**src/hdl/wdlvh_regs.svh**
```systemverilog
// timing and width constants of the watchdog and low-voltage hold supervisor
`ifndef WDLVH_REGS_SVH
`define WDLVH_REGS_SVH

// master clock and the nominal system clock rate
`define WDLVH_CLK_HZ 40000000
`define WDLVH_SYS_HZ 2000000
`define WDLVH_DIV_RATIO (`WDLVH_CLK_HZ / `WDLVH_SYS_HZ)
`define WDLVH_DIV_W 8

// watchdog terminal time and its count in system ticks
`define WDLVH_WDT_TIMEOUT_MS 1000
`define WDLVH_MS_PER_S 1000
`define WDLVH_WDT_TICKS ((64'd`WDLVH_SYS_HZ * 64'd`WDLVH_WDT_TIMEOUT_MS) / 64'd`WDLVH_MS_PER_S)
`define WDLVH_WDT_W 26

// length of the chip reset pulse, in system ticks
`define WDLVH_RST_PULSE_TICKS 16
`define WDLVH_RST_W 8

// ticks the low-voltage flag must stand before it is believed
`define WDLVH_LV_FILTER_TICKS 4
`define WDLVH_FLT_W 4

// reset values
`define WDLVH_ZERO_DIV 8'h00
`define WDLVH_ZERO_RST 8'h00
`define WDLVH_ZERO_FLT 4'h0
`define WDLVH_ZERO_WDT 26'h0000000

`endif

```
**src/hdl/wdlvh_pkg.sv**
```systemverilog
// types of the watchdog and low-voltage hold supervisor
`include "wdlvh_regs.svh"

package wdlvh_pkg;

    typedef enum logic [2:0] {
        WDLVH_RUN  = 3'b001,
        WDLVH_PEND = 3'b010,
        WDLVH_HOLD = 3'b100
    } wdlvh_hold_t;

    typedef struct packed {
        logic [`WDLVH_DIV_W-1:0] div;
        logic tick;
        wdlvh_hold_t hold;
        logic [`WDLVH_FLT_W-1:0] flt;
        logic lv_filt;
        logic [`WDLVH_RST_W-1:0] rst_cnt;
        logic chip_reset;
    } wdlvh_top_state_t;

    typedef struct packed {
        logic [`WDLVH_WDT_W-1:0] count;
        logic expire;
    } wdlvh_cnt_state_t;

endpackage : wdlvh_pkg

```
**src/hdl/wdlvh_wdt_if.sv**
```systemverilog
// link between the supervisor control and its watchdog counter
`timescale 1ns/100ps
`include "wdlvh_regs.svh"

interface wdlvh_wdt_if;
    logic tick;
    logic clear;
    logic expire;
    logic [`WDLVH_WDT_W-1:0] count;

    modport ctrl (
        output tick,
        output clear,
        input expire,
        input count
    );

    modport cnt (
        input tick,
        input clear,
        output expire,
        output count
    );
endinterface : wdlvh_wdt_if

```
**src/hdl/wdlvh_top.sv**
```systemverilog
// watchdog and low-voltage hold supervisor, top level
//
// What this block does
// - The countdown raises chip reset when it reaches the one-second count uncleared.
// - The countdown runs from reset release and nothing can disable it; it is held at zero only while chip reset or wdt_clear is high.
// - A filtered low-supply flag below 2.1 V puts the chip into hold, suspending execution.
// - When the flag shows the supply back at 2.1 V, hold ends and execution resumes in place.
// - Entry into hold waits for the current instruction to finish.
// - The internal ring oscillator keeps running during hold.
// - During hold the state update enable is low so the latches, registers and RAM it gates keep value; the watchdog countdown keeps counting.
// - The supervisor counters run on a 2 MHz system tick divided from the master clock.
`timescale 1ns/100ps
`include "wdlvh_regs.svh"

module wdlvh_top
    import wdlvh_pkg::*;
#(
    parameter int DIV_RATIO = `WDLVH_DIV_RATIO,
    parameter int TIMEOUT_TICKS = int'(`WDLVH_WDT_TICKS),
    parameter int RST_PULSE_TICKS = `WDLVH_RST_PULSE_TICKS,
    parameter int LV_FILTER_TICKS = `WDLVH_LV_FILTER_TICKS
) (
    input wire logic clock,
    input wire logic rst,
    input wire logic wdt_clear,
    input wire logic low_voltage,
    input wire logic instr_done,
    output logic chip_reset,
    output logic hold_active,
    output logic hold_pending,
    output logic state_update_en,
    output logic sys_tick,
    output logic internal_ring_osc_en,
    output logic [`WDLVH_WDT_W-1:0] supervisory_countdown
);

    localparam logic [`WDLVH_DIV_W-1:0] DIV_LAST = `WDLVH_DIV_W'(DIV_RATIO - 1);
    localparam logic [`WDLVH_RST_W-1:0] RST_LAST = `WDLVH_RST_W'(RST_PULSE_TICKS - 1);
    localparam logic [`WDLVH_FLT_W-1:0] FLT_LAST = `WDLVH_FLT_W'(LV_FILTER_TICKS - 1);

    // refuse settings the counters cannot hold
    initial begin
        if (DIV_RATIO < 1 || DIV_RATIO > (1 << `WDLVH_DIV_W)) begin
            $error("wdlvh_top: DIV_RATIO out of range");
        end
        if (RST_PULSE_TICKS < 1 || RST_PULSE_TICKS > (1 << `WDLVH_RST_W)) begin
            $error("wdlvh_top: RST_PULSE_TICKS out of range");
        end
        if (LV_FILTER_TICKS < 1 || LV_FILTER_TICKS > (1 << `WDLVH_FLT_W)) begin
            $error("wdlvh_top: LV_FILTER_TICKS out of range");
        end
    end

    wdlvh_wdt_if wdt ();

    wdlvh_top_state_t s;
    wdlvh_top_state_t next_s;

    wdlvh_countdown #(
        .TIMEOUT_TICKS(TIMEOUT_TICKS)
    ) u_countdown (
        .clock(clock),
        .rst(rst),
        .wdt(wdt)
    );

    // tick, clear and expire all stay in the one clock domain
    assign wdt.tick = s.tick;
    assign wdt.clear = wdt_clear | s.chip_reset;

    always_comb begin
        next_s = s;

        next_s.tick = 1'b0;
        if (s.div == DIV_LAST) begin
            next_s.div = `WDLVH_ZERO_DIV;
            next_s.tick = 1'b1;
        end else begin
            next_s.div = s.div + `WDLVH_DIV_W'(1);
        end

        // the flag must differ from the believed level for a run of ticks
        if (low_voltage == s.lv_filt) begin
            next_s.flt = `WDLVH_ZERO_FLT;
        end else if (s.tick) begin
            if (s.flt == FLT_LAST) begin
                next_s.flt = `WDLVH_ZERO_FLT;
                next_s.lv_filt = low_voltage;
            end else begin
                next_s.flt = s.flt + `WDLVH_FLT_W'(1);
            end
        end

        if (wdt.expire) begin
            next_s.chip_reset = 1'b1;
            next_s.rst_cnt = `WDLVH_ZERO_RST;
        end else if (s.chip_reset && s.tick) begin
            if (s.rst_cnt == RST_LAST) begin
                next_s.chip_reset = 1'b0;
                next_s.rst_cnt = `WDLVH_ZERO_RST;
            end else begin
                next_s.rst_cnt = s.rst_cnt + `WDLVH_RST_W'(1);
            end
        end

        case (s.hold)
            WDLVH_RUN: begin
                if (s.lv_filt) begin
                    if (instr_done) begin
                        next_s.hold = WDLVH_HOLD;
                    end else begin
                        next_s.hold = WDLVH_PEND;
                    end
                end
            end
            WDLVH_PEND: begin
                if (!s.lv_filt) begin
                    next_s.hold = WDLVH_RUN;
                end else if (instr_done) begin
                    next_s.hold = WDLVH_HOLD;
                end
            end
            WDLVH_HOLD: begin
                if (!s.lv_filt) begin
                    next_s.hold = WDLVH_RUN;
                end
            end
            default: begin
                next_s.hold = WDLVH_RUN;
            end
        endcase

        // a watchdog reset restarts the whole chip, hold included
        if (s.chip_reset) begin
            next_s.hold = WDLVH_RUN;
        end
    end

    always_ff @(posedge clock) begin
        if (rst) begin
            s.div <= `WDLVH_ZERO_DIV;
            s.tick <= 1'b0;
            s.hold <= WDLVH_RUN;
            s.flt <= `WDLVH_ZERO_FLT;
            s.lv_filt <= 1'b0;
            s.rst_cnt <= `WDLVH_ZERO_RST;
            s.chip_reset <= 1'b0;
        end else begin
            s <= next_s;
        end
    end

    assign chip_reset = s.chip_reset;
    assign hold_active = (s.hold == WDLVH_HOLD);
    assign hold_pending = (s.hold == WDLVH_PEND);
    assign sys_tick = s.tick;

    assign state_update_en = s.tick & ~hold_active & ~s.chip_reset;

    assign internal_ring_osc_en = 1'b1;

    assign supervisory_countdown = wdt.count;

endmodule : wdlvh_top

```
**src/hdl/wdlvh_countdown.sv**
```systemverilog
// supervisory countdown: counts system ticks up to the terminal count
`timescale 1ns/100ps
`include "wdlvh_regs.svh"

module wdlvh_countdown
    import wdlvh_pkg::*;
#(
    parameter int TIMEOUT_TICKS = int'(`WDLVH_WDT_TICKS)
) (
    input wire logic clock,
    input wire logic rst,
    wdlvh_wdt_if.cnt wdt
);

    localparam logic [`WDLVH_WDT_W-1:0] LAST = `WDLVH_WDT_W'(TIMEOUT_TICKS - 1);

    initial begin
        if (TIMEOUT_TICKS < 2 || longint'(TIMEOUT_TICKS) > (64'd1 << `WDLVH_WDT_W)) begin
            $error("wdlvh_countdown: TIMEOUT_TICKS out of range");
        end
    end

    wdlvh_cnt_state_t s;
    wdlvh_cnt_state_t next_s;

    always_comb begin
        next_s = s;
        next_s.expire = 1'b0;
        if (wdt.clear) begin
            next_s.count = `WDLVH_ZERO_WDT;
        end else if (wdt.tick) begin
            if (s.count == LAST) begin
                next_s.count = `WDLVH_ZERO_WDT;
                next_s.expire = 1'b1;
            end else begin
                next_s.count = s.count + `WDLVH_WDT_W'(1);
            end
        end
    end

    always_ff @(posedge clock) begin
        if (rst) begin
            s <= '0;
        end else begin
            s <= next_s;
        end
    end

    assign wdt.expire = s.expire;
    assign wdt.count = s.count;

endmodule : wdlvh_countdown

```
**config.mk**
```make
export PLATFORM = sky130hd
export DESIGN_NAME = wdlvh_top
export DESIGN_NICKNAME = d
export VERILOG_FILES = /design/src/hdl/wdlvh_pkg.sv /design/src/hdl/wdlvh_wdt_if.sv /design/src/hdl/wdlvh_top.sv /design/src/hdl/wdlvh_countdown.sv
export VERILOG_INCLUDE_DIRS = /design/src /design/src/hdl
export SDC_FILE = /design/constraint.sdc
export NUM_CORES = 1
export LEC_CHECK = 0
export BUFFER_PORTS_ARGS = -buffer_cell sky130_fd_sc_hd__clkbuf_2
export CAP_MARGIN = 5
export CORE_ASPECT_RATIO = 0.6
export CORE_MARGIN = 3
export CORE_UTILIZATION = 35
export CTS_CLUSTER_SIZE = 16
export DETAILED_ROUTE_END_ITERATION = 16
export SLEW_MARGIN = 10
export SYNTH_ARGS = -nofsm -noshare
export SYNTH_HDL_FRONTEND = slang
export SYNTH_SLANG_ARGS = --single-unit
```
**constraint.sdc**
```tcl
create_clock -name clock -period 1.8 [get_ports clock]
set_clock_uncertainty 0.2 [all_clocks]
set_input_delay 0.18 -clock clock [delete_from_list [all_inputs] [get_ports clock]]
set_output_delay 0.18 -clock clock [all_outputs]
set_load 0.005 [all_outputs]
```
==> results.cfg, run 1 <==
[synthesis]
synth_edf_count = 0
netlist_top_cells_area = dfxtp_1 (40%), xor2_1 (4.9%), nor2_1 (4.4%)
ys_warn_count = 0
synth.avg_cell_area_um2 = 9.135
syn-cell-area_um2 = 2668
synth_common_cells = dfxtp_1 (53), nor2_1 (31), nand3_1 (16), nor3_1 (16)
syn_inst = 292
seq_area_frac_synth = 0.3977
synthFlopType = dfxtp_1
yosysTopAreaCell = dfxtp_1
synth_seq_cells = 53
synthArstFlopShare = 0
synth_top_cell_area_share = 0.3977
synth.most_common_cell = dfxtp_1
synth_nets = 302
yosysUniqueCellTypes = 46

[route]
wirelength_um = 7226
num_vias = 2503
drt-vias-per-instance = 5.129
drcViolationCount = 0
drtPass1Iterations = 4
drtIter0Drc = 141
ant_nets = 0
post_drt_wl_per_cell_um = 14.81

[floorplanning]
initial_utilization = 0.3799
design.core.area_um2 = 7022
top_level_ports = 37
row_count = 23
die_h_um = 73.63
die-area_um2 = 8740
die_x_um = 118.7

[run_status]
status = finished with violations
violations = negative setup slack

[final_layout]
nets = 397
postLayoutCoreUtil = 0.5285
area_delta_synth_final_pct = 39.12
fillers = 676
drive_gt1_frac = 0.4381
antennaDiodeCount = 0

[sta]
final.setup.worst_slack_ns = -0.002943
setup_viol = 2
fin_crit_sh = 1.002
finalHoldViolCount = 0
fmax_mhz = 554.6
drv_slew = 0
rsz0062_at_grt = yes
period_needed_ns = 1.803

[clock_network]
clk_pin_slew_ns = 0.08
cts_sinks = 53
ctsLongestPathBuffers = 2
cts_tree = done
numCtsBuffers = 5
clock-root-buffer = clkbuf_16
htreeDepth = 2
clk_latency_ns = 0.30

[run]
cap_violations = 0

[power]
power_density_nw_per_um2 = 598.7
intPower_w = 0.001712
netSwitchingPower_w = 0.0005101
p_clk_frac = 0.448
seq_power_share = 0.528
leakage_nw = 1.435
switching_share = 0.2296
vdd_drop_max_v = 0.0004106
pwr-share-comb = 0.024

[worst_hold_path]
hold_class = in2reg
hold-path-cell-count = 3
min_to = chip_reset
min_from = rst

[placement]
hpwl_um = 5233
place.gp.congestion = 0.8314
port_buffers = 35
place_ws_ns = -0.09364

[grt]
grt_pass1_vias = 2265
grt_overflow = 0
track_usage = 0.1690
grt_max_degree = 20
antenna_found_initial = 0
grt_pass1_wl_um = 11660

[critical_path]
r2r-end = u_countdown.wdt.count[23]
critPathCaptureType = flop
cp-start-kind = flop
critPathMaxFanout = 8
path_class = reg2reg
worstPathRequired_ns = 1.82
r2r_start = u_countdown.wdt.count[5]
cp.arrival_ns = 1.82
reg2reg_depth = 5
r2r_slack_ns = -0.003
-- cells by family after synthesis --
logic type               after synthesis  share of synthesized area
AO/OA/AOI/OAI                         39                     0.1093
XOR/XNOR                              28                    0.09193
adder cells (fa/ha/maj)                5                    0.02345
buffers and inverters                 22                    0.05956
flip-flops                            53                     0.3977
multiplexers                           4                    0.01501
other                                  1                   0.001406
AND/OR/NAND/NOR                      140                     0.3016
-- worst max-delay path, cell delays in order (launching register included) --
cell	delay, ns
dfxtp_2	0.35
and3_4	0.20
buf_6	0.12
nand3_4	0.13
or4_4	0.51
a211oi_2	0.22
-- placed cells by master, fill, tap and decap left out, types with 6 or more instances in the layout --
master / Yosys / routed
o21ai_0: 6 / 6
clkbuf_2: 0 / 35
nand3_1: 16 / 13
xor2_1: 15 / 15
xnor2_1: 13 / 13
a211oi_2: 5 / 8
buf_4: 2 / 63
nand4_1: 15 / 15
nor3_1: 16 / 16
dfxtp_2: 0 / 15
or4_4: 3 / 6
inv_1: 6 / 6
dfxtp_4: 0 / 7
or3_1: 7 / 7
nand2_1: 12 / 12
nor2_1: 31 / 30
o31ai_1: 8 / 8
clkbuf_16: 0 / 6
dfxtp_1: 53 / 31
-- worst max-delay path by stage --
stage | start | to | slack [ns] | depth (start not counted)
finish | u_countdown.wdt.count[5] | u_countdown.wdt.count[23] | -0.003 | 5
global route | u_countdown.wdt.count[5] | u_countdown.wdt.count[23] | -0.04 | 5
CTS | u_countdown.wdt.count[1] | u_countdown.wdt.count[22] | -0.001 | 5
detailed placement | u_countdown.wdt.count[2] | u_countdown.wdt.count[25] | -0.09 | 4
global placement | u_countdown.wdt.count[12] | u_countdown.wdt.count[18] | -0.06 | 5
floorplan | u_countdown.wdt.count[1] | u_countdown.wdt.count[17] | 0.008 | 5
-- sequential cells by signal, summed over array words and instances (netlist names) --
register	cells
chip_reset	1
s	24
sys_tick	1
u_countdown.wdt.count	26
u_countdown.wdt.expire	1
-- area by class of cell --
class | count | area [um2] | share of cell area
multi-input combinational | 217 | 1570 | 0.4231
inverter | 6 | 22.52 | 0.006069
clock inverter | 3 | 26.28 | 0.007080
tap | 100 | 125.1 | 0.03372
clock buffer | 5 | 125.1 | 0.03372
sequential | 53 | 1106 | 0.2980
timing repair buffer | 104 | 735.7 | 0.1982
-- timing repair --
item,in CTS,in global routing
pin swaps,8,4
setup endpoints to repair,22,25
hold buffers,2,0
gates resized for setup,16,33
hold endpoints to repair,3,0
setup buffers,6,8
gates cloned,0,1
-- through the flow --
step	instances	setup TNS [ns]	hold slack (ns)	power, W	area, um2
final	488	-0.003762	0.03163	0.002222	3711
after floorplan	292	0	0.05694	0.001246	2678
after global routing	488	-0.5132	0.04610	0.002292	3711
after detailed placement	463	-0.4967	0.1901	0.001259	3253
after CTS	479	-0.001360	0.02970	0.002257	3528
after global placement	463	-0.2796	0.1908	0.001259	3253
-- power by group through the flow --
stage	sequential, W	clock [W]	combinational (W)
after floorplan	0.00121	0	0.0000368
after global placement	0.00121	0	0.0000478
after detailed placement	0.00121	0	0.0000482
after CTS	0.00118	0.00102	0.0000522
after global routing	0.00117	0.00106	0.0000586
final	0.00117	0.000996	0.0000526
-- routing by layer --
metal,vias to the layer above,wire length (um),GRT usage
li1,1266,-,-
met3,4,493,0.04077
met4,0,68,0.05006
met5,-,0,0
met2,53,2927,0.2396
met1,1180,3738,0.2520
No activity file was read; power rests on OpenSTA's default activity.
==> run 2: changes to the inputs <==
- RECOVER_POWER: unset -> 25
==> run 2 against run 1 <==
The run still ends with negative setup slack left. Combinational power barely moved. Core utilization is essentially flat. Register-to-register slack barely moved. Die area is the same. Power barely moved. Sequential power hardly changed. Clock power is essentially flat. Sequential share of layout area barely moved. Critical path depth unchanged. Maximum frequency increased by 0.12%. Global-route usage did not move. Critical path type unchanged. Critical endpoint is now u_countdown.wdt.count[24]. Largest cell class unchanged. Largest power group unchanged.
==> results.cfg, run 2 (synthesis results as in run 1) <==
[run_status]
status = finished with violations
violations = negative setup slack

[floorplanning]
die-area_um2 = 8740
top_level_ports = 37
die_h_um = 73.63
initial_utilization = 0.3799
row_count = 23
design.core.area_um2 = 7022
die_x_um = 118.7

[run]
cap_violations = 0

[final_layout]
fillers = 677
drive_gt1_frac = 0.4356
final_cell_mix = buf_4 (63), clkbuf_2 (35), dfxtp_1 (32)
nets = 397
antennaDiodeCount = 0
largest_register_ff_count = 26
fin_area_um2 = 3710
area_delta_synth_final_pct = 39.07
layout_commonest_cell = buf_4
postLayoutCoreUtil = 0.5283

[grt]
antenna_found_initial = 0
track_usage = 0.1690
grt_max_degree = 20
grt_pass1_wl_um = 11660
grt_pass1_vias = 2265
grt_overflow = 0

[critical_path]
cp-start-kind = flop
r2r-end = u_countdown.wdt.count[24]
path_class = reg2reg
max_stage_delay_ns = 0.50
critPathMaxFanout = 4
worstPathRequired_ns = 1.82
crit_buf_inv = 1
cp.arrival_ns = 1.82
startpoint = u_countdown.wdt.count[0]
r2r_start = u_countdown.wdt.count[0]
reg2reg_depth = 5
critPathCaptureType = flop
slowest_stage = or4_1
r2r_slack_ns = -0.0008
path_cells = buf_4 -> ha_2 -> nand3_2 -> or4_1 -> a211oi_2
critical-path-top-delay-family = simple AND/OR/NAND/NOR gates

[power]
vdd_drop_max_v = 0.0004106
p_clk_frac = 0.448
power_density_nw_per_um2 = 598.9
seq_power_share = 0.528
intPower_w = 0.001712
finalPower_w = 0.002222
pwr-share-comb = 0.024
leakage_nw = 1.435
switching_share = 0.2296
netSwitchingPower_w = 0.0005101

[clock_network]
clock-root-buffer = clkbuf_16
ctsLongestPathBuffers = 2
cts_tree = done
htreeDepth = 2
clk_latency_ns = 0.30
numCtsBuffers = 5
cts_sinks = 53
clk_pin_slew_ns = 0.08

[route]
drt-vias-per-instance = 5.129
wl_met2_um = 2927
wirelength_um = 7226
num_vias = 2503
wl_met1_um = 3738
dr_wl_met3_um = 493
drtIter0Drc = 141
drcViolationCount = 0
post_drt_wl_per_cell_um = 14.81
top_layer = met4
drtPass1Iterations = 4
ant_nets = 0

[worst_hold_path]
min_from = rst
hold_class = in2reg
min_to = chip_reset
hold-path-cell-count = 3

[sta]
setup_viol = 1
final.setup.worst_slack_ns = -0.0008187
fmax_mhz = 555.3
setup-tns-final_ns = -0.0008187
whs_ns = 0.03163
drv_slew = 0
fin_crit_sh = 1.000
period_needed_ns = 1.801
rsz0062_at_grt = yes
finalHoldViolCount = 0

[placement]
hpwl_um = 5233
placed_area_um2 = 3253
port_buffers = 35
place.gp.congestion = 0.8314
run 2: cell counts in the layout (fill, tap and decap cells not counted):
No cell type changed its count.
run 2: power by group through the flow:
stage          sequential (W)  clock, W  combinational, W
2_1_floorplan         0.00121         0         0.0000368
3_3_place_gp          0.00121         0         0.0000478
3_5_place_dp          0.00121         0         0.0000482
4_1_cts               0.00118   0.00102         0.0000522
5_1_grt               0.00117   0.00106         0.0000586
6_report              0.00117  0.000996         0.0000526
run 2: tightest hold or removal path: stages:
cell	delay [ns]
clkbuf_2	0.09
buf_4	0.16
nor2_1	0.06
run 2: worst max path at each step:
stage,depth (start not counted),slack (ns),endpoint
floorplan,5,0.008,u_countdown.wdt.count[17]
global placement,5,-0.06,u_countdown.wdt.count[18]
detailed placement,4,-0.09,u_countdown.wdt.count[25]
CTS,5,-0.001,u_countdown.wdt.count[22]
global route,5,-0.04,u_countdown.wdt.count[18]
finish,5,-0.0008,u_countdown.wdt.count[24]
run 2: layer usage:
layer	global-route usage	vias up
met5	0	-
met3	0.04077	4
li1	-	1266
met4	0.05006	0
met2	0.2396	53
met1	0.2520	1180
run 2: timing repair:
item	CTS	global route
endpoints found under the setup margin	22	25
hold buffers	2	0
pin swaps	8	4
setup buffers	6	8
endpoints found under the hold margin	3	0
gates cloned	0	1
gates resized for setup	16	33
run 2: per-stage QoR:
| step | cells | worst slack (ns) |
|---|---|---|
| finish | 488 | -0.0008187 |
| global route | 488 | -0.04343 |
| global placement | 463 | -0.06324 |
| CTS | 479 | -0.001360 |
| detailed placement | 463 | -0.09364 |
| floorplan | 292 | 0.007574 |
run 2: area by class of cell:
cell class | count | area [um2] | area share
flip-flops and latches | 53 | 1105 | 0.2978
repair buffers | 104 | 735.7 | 0.1983
clock buffers | 5 | 125.1 | 0.03373
inverters | 6 | 22.52 | 0.006071
multi-input cells | 217 | 1570 | 0.4233
well taps | 100 | 125.1 | 0.03373
clock inverters | 3 | 26.28 | 0.007083
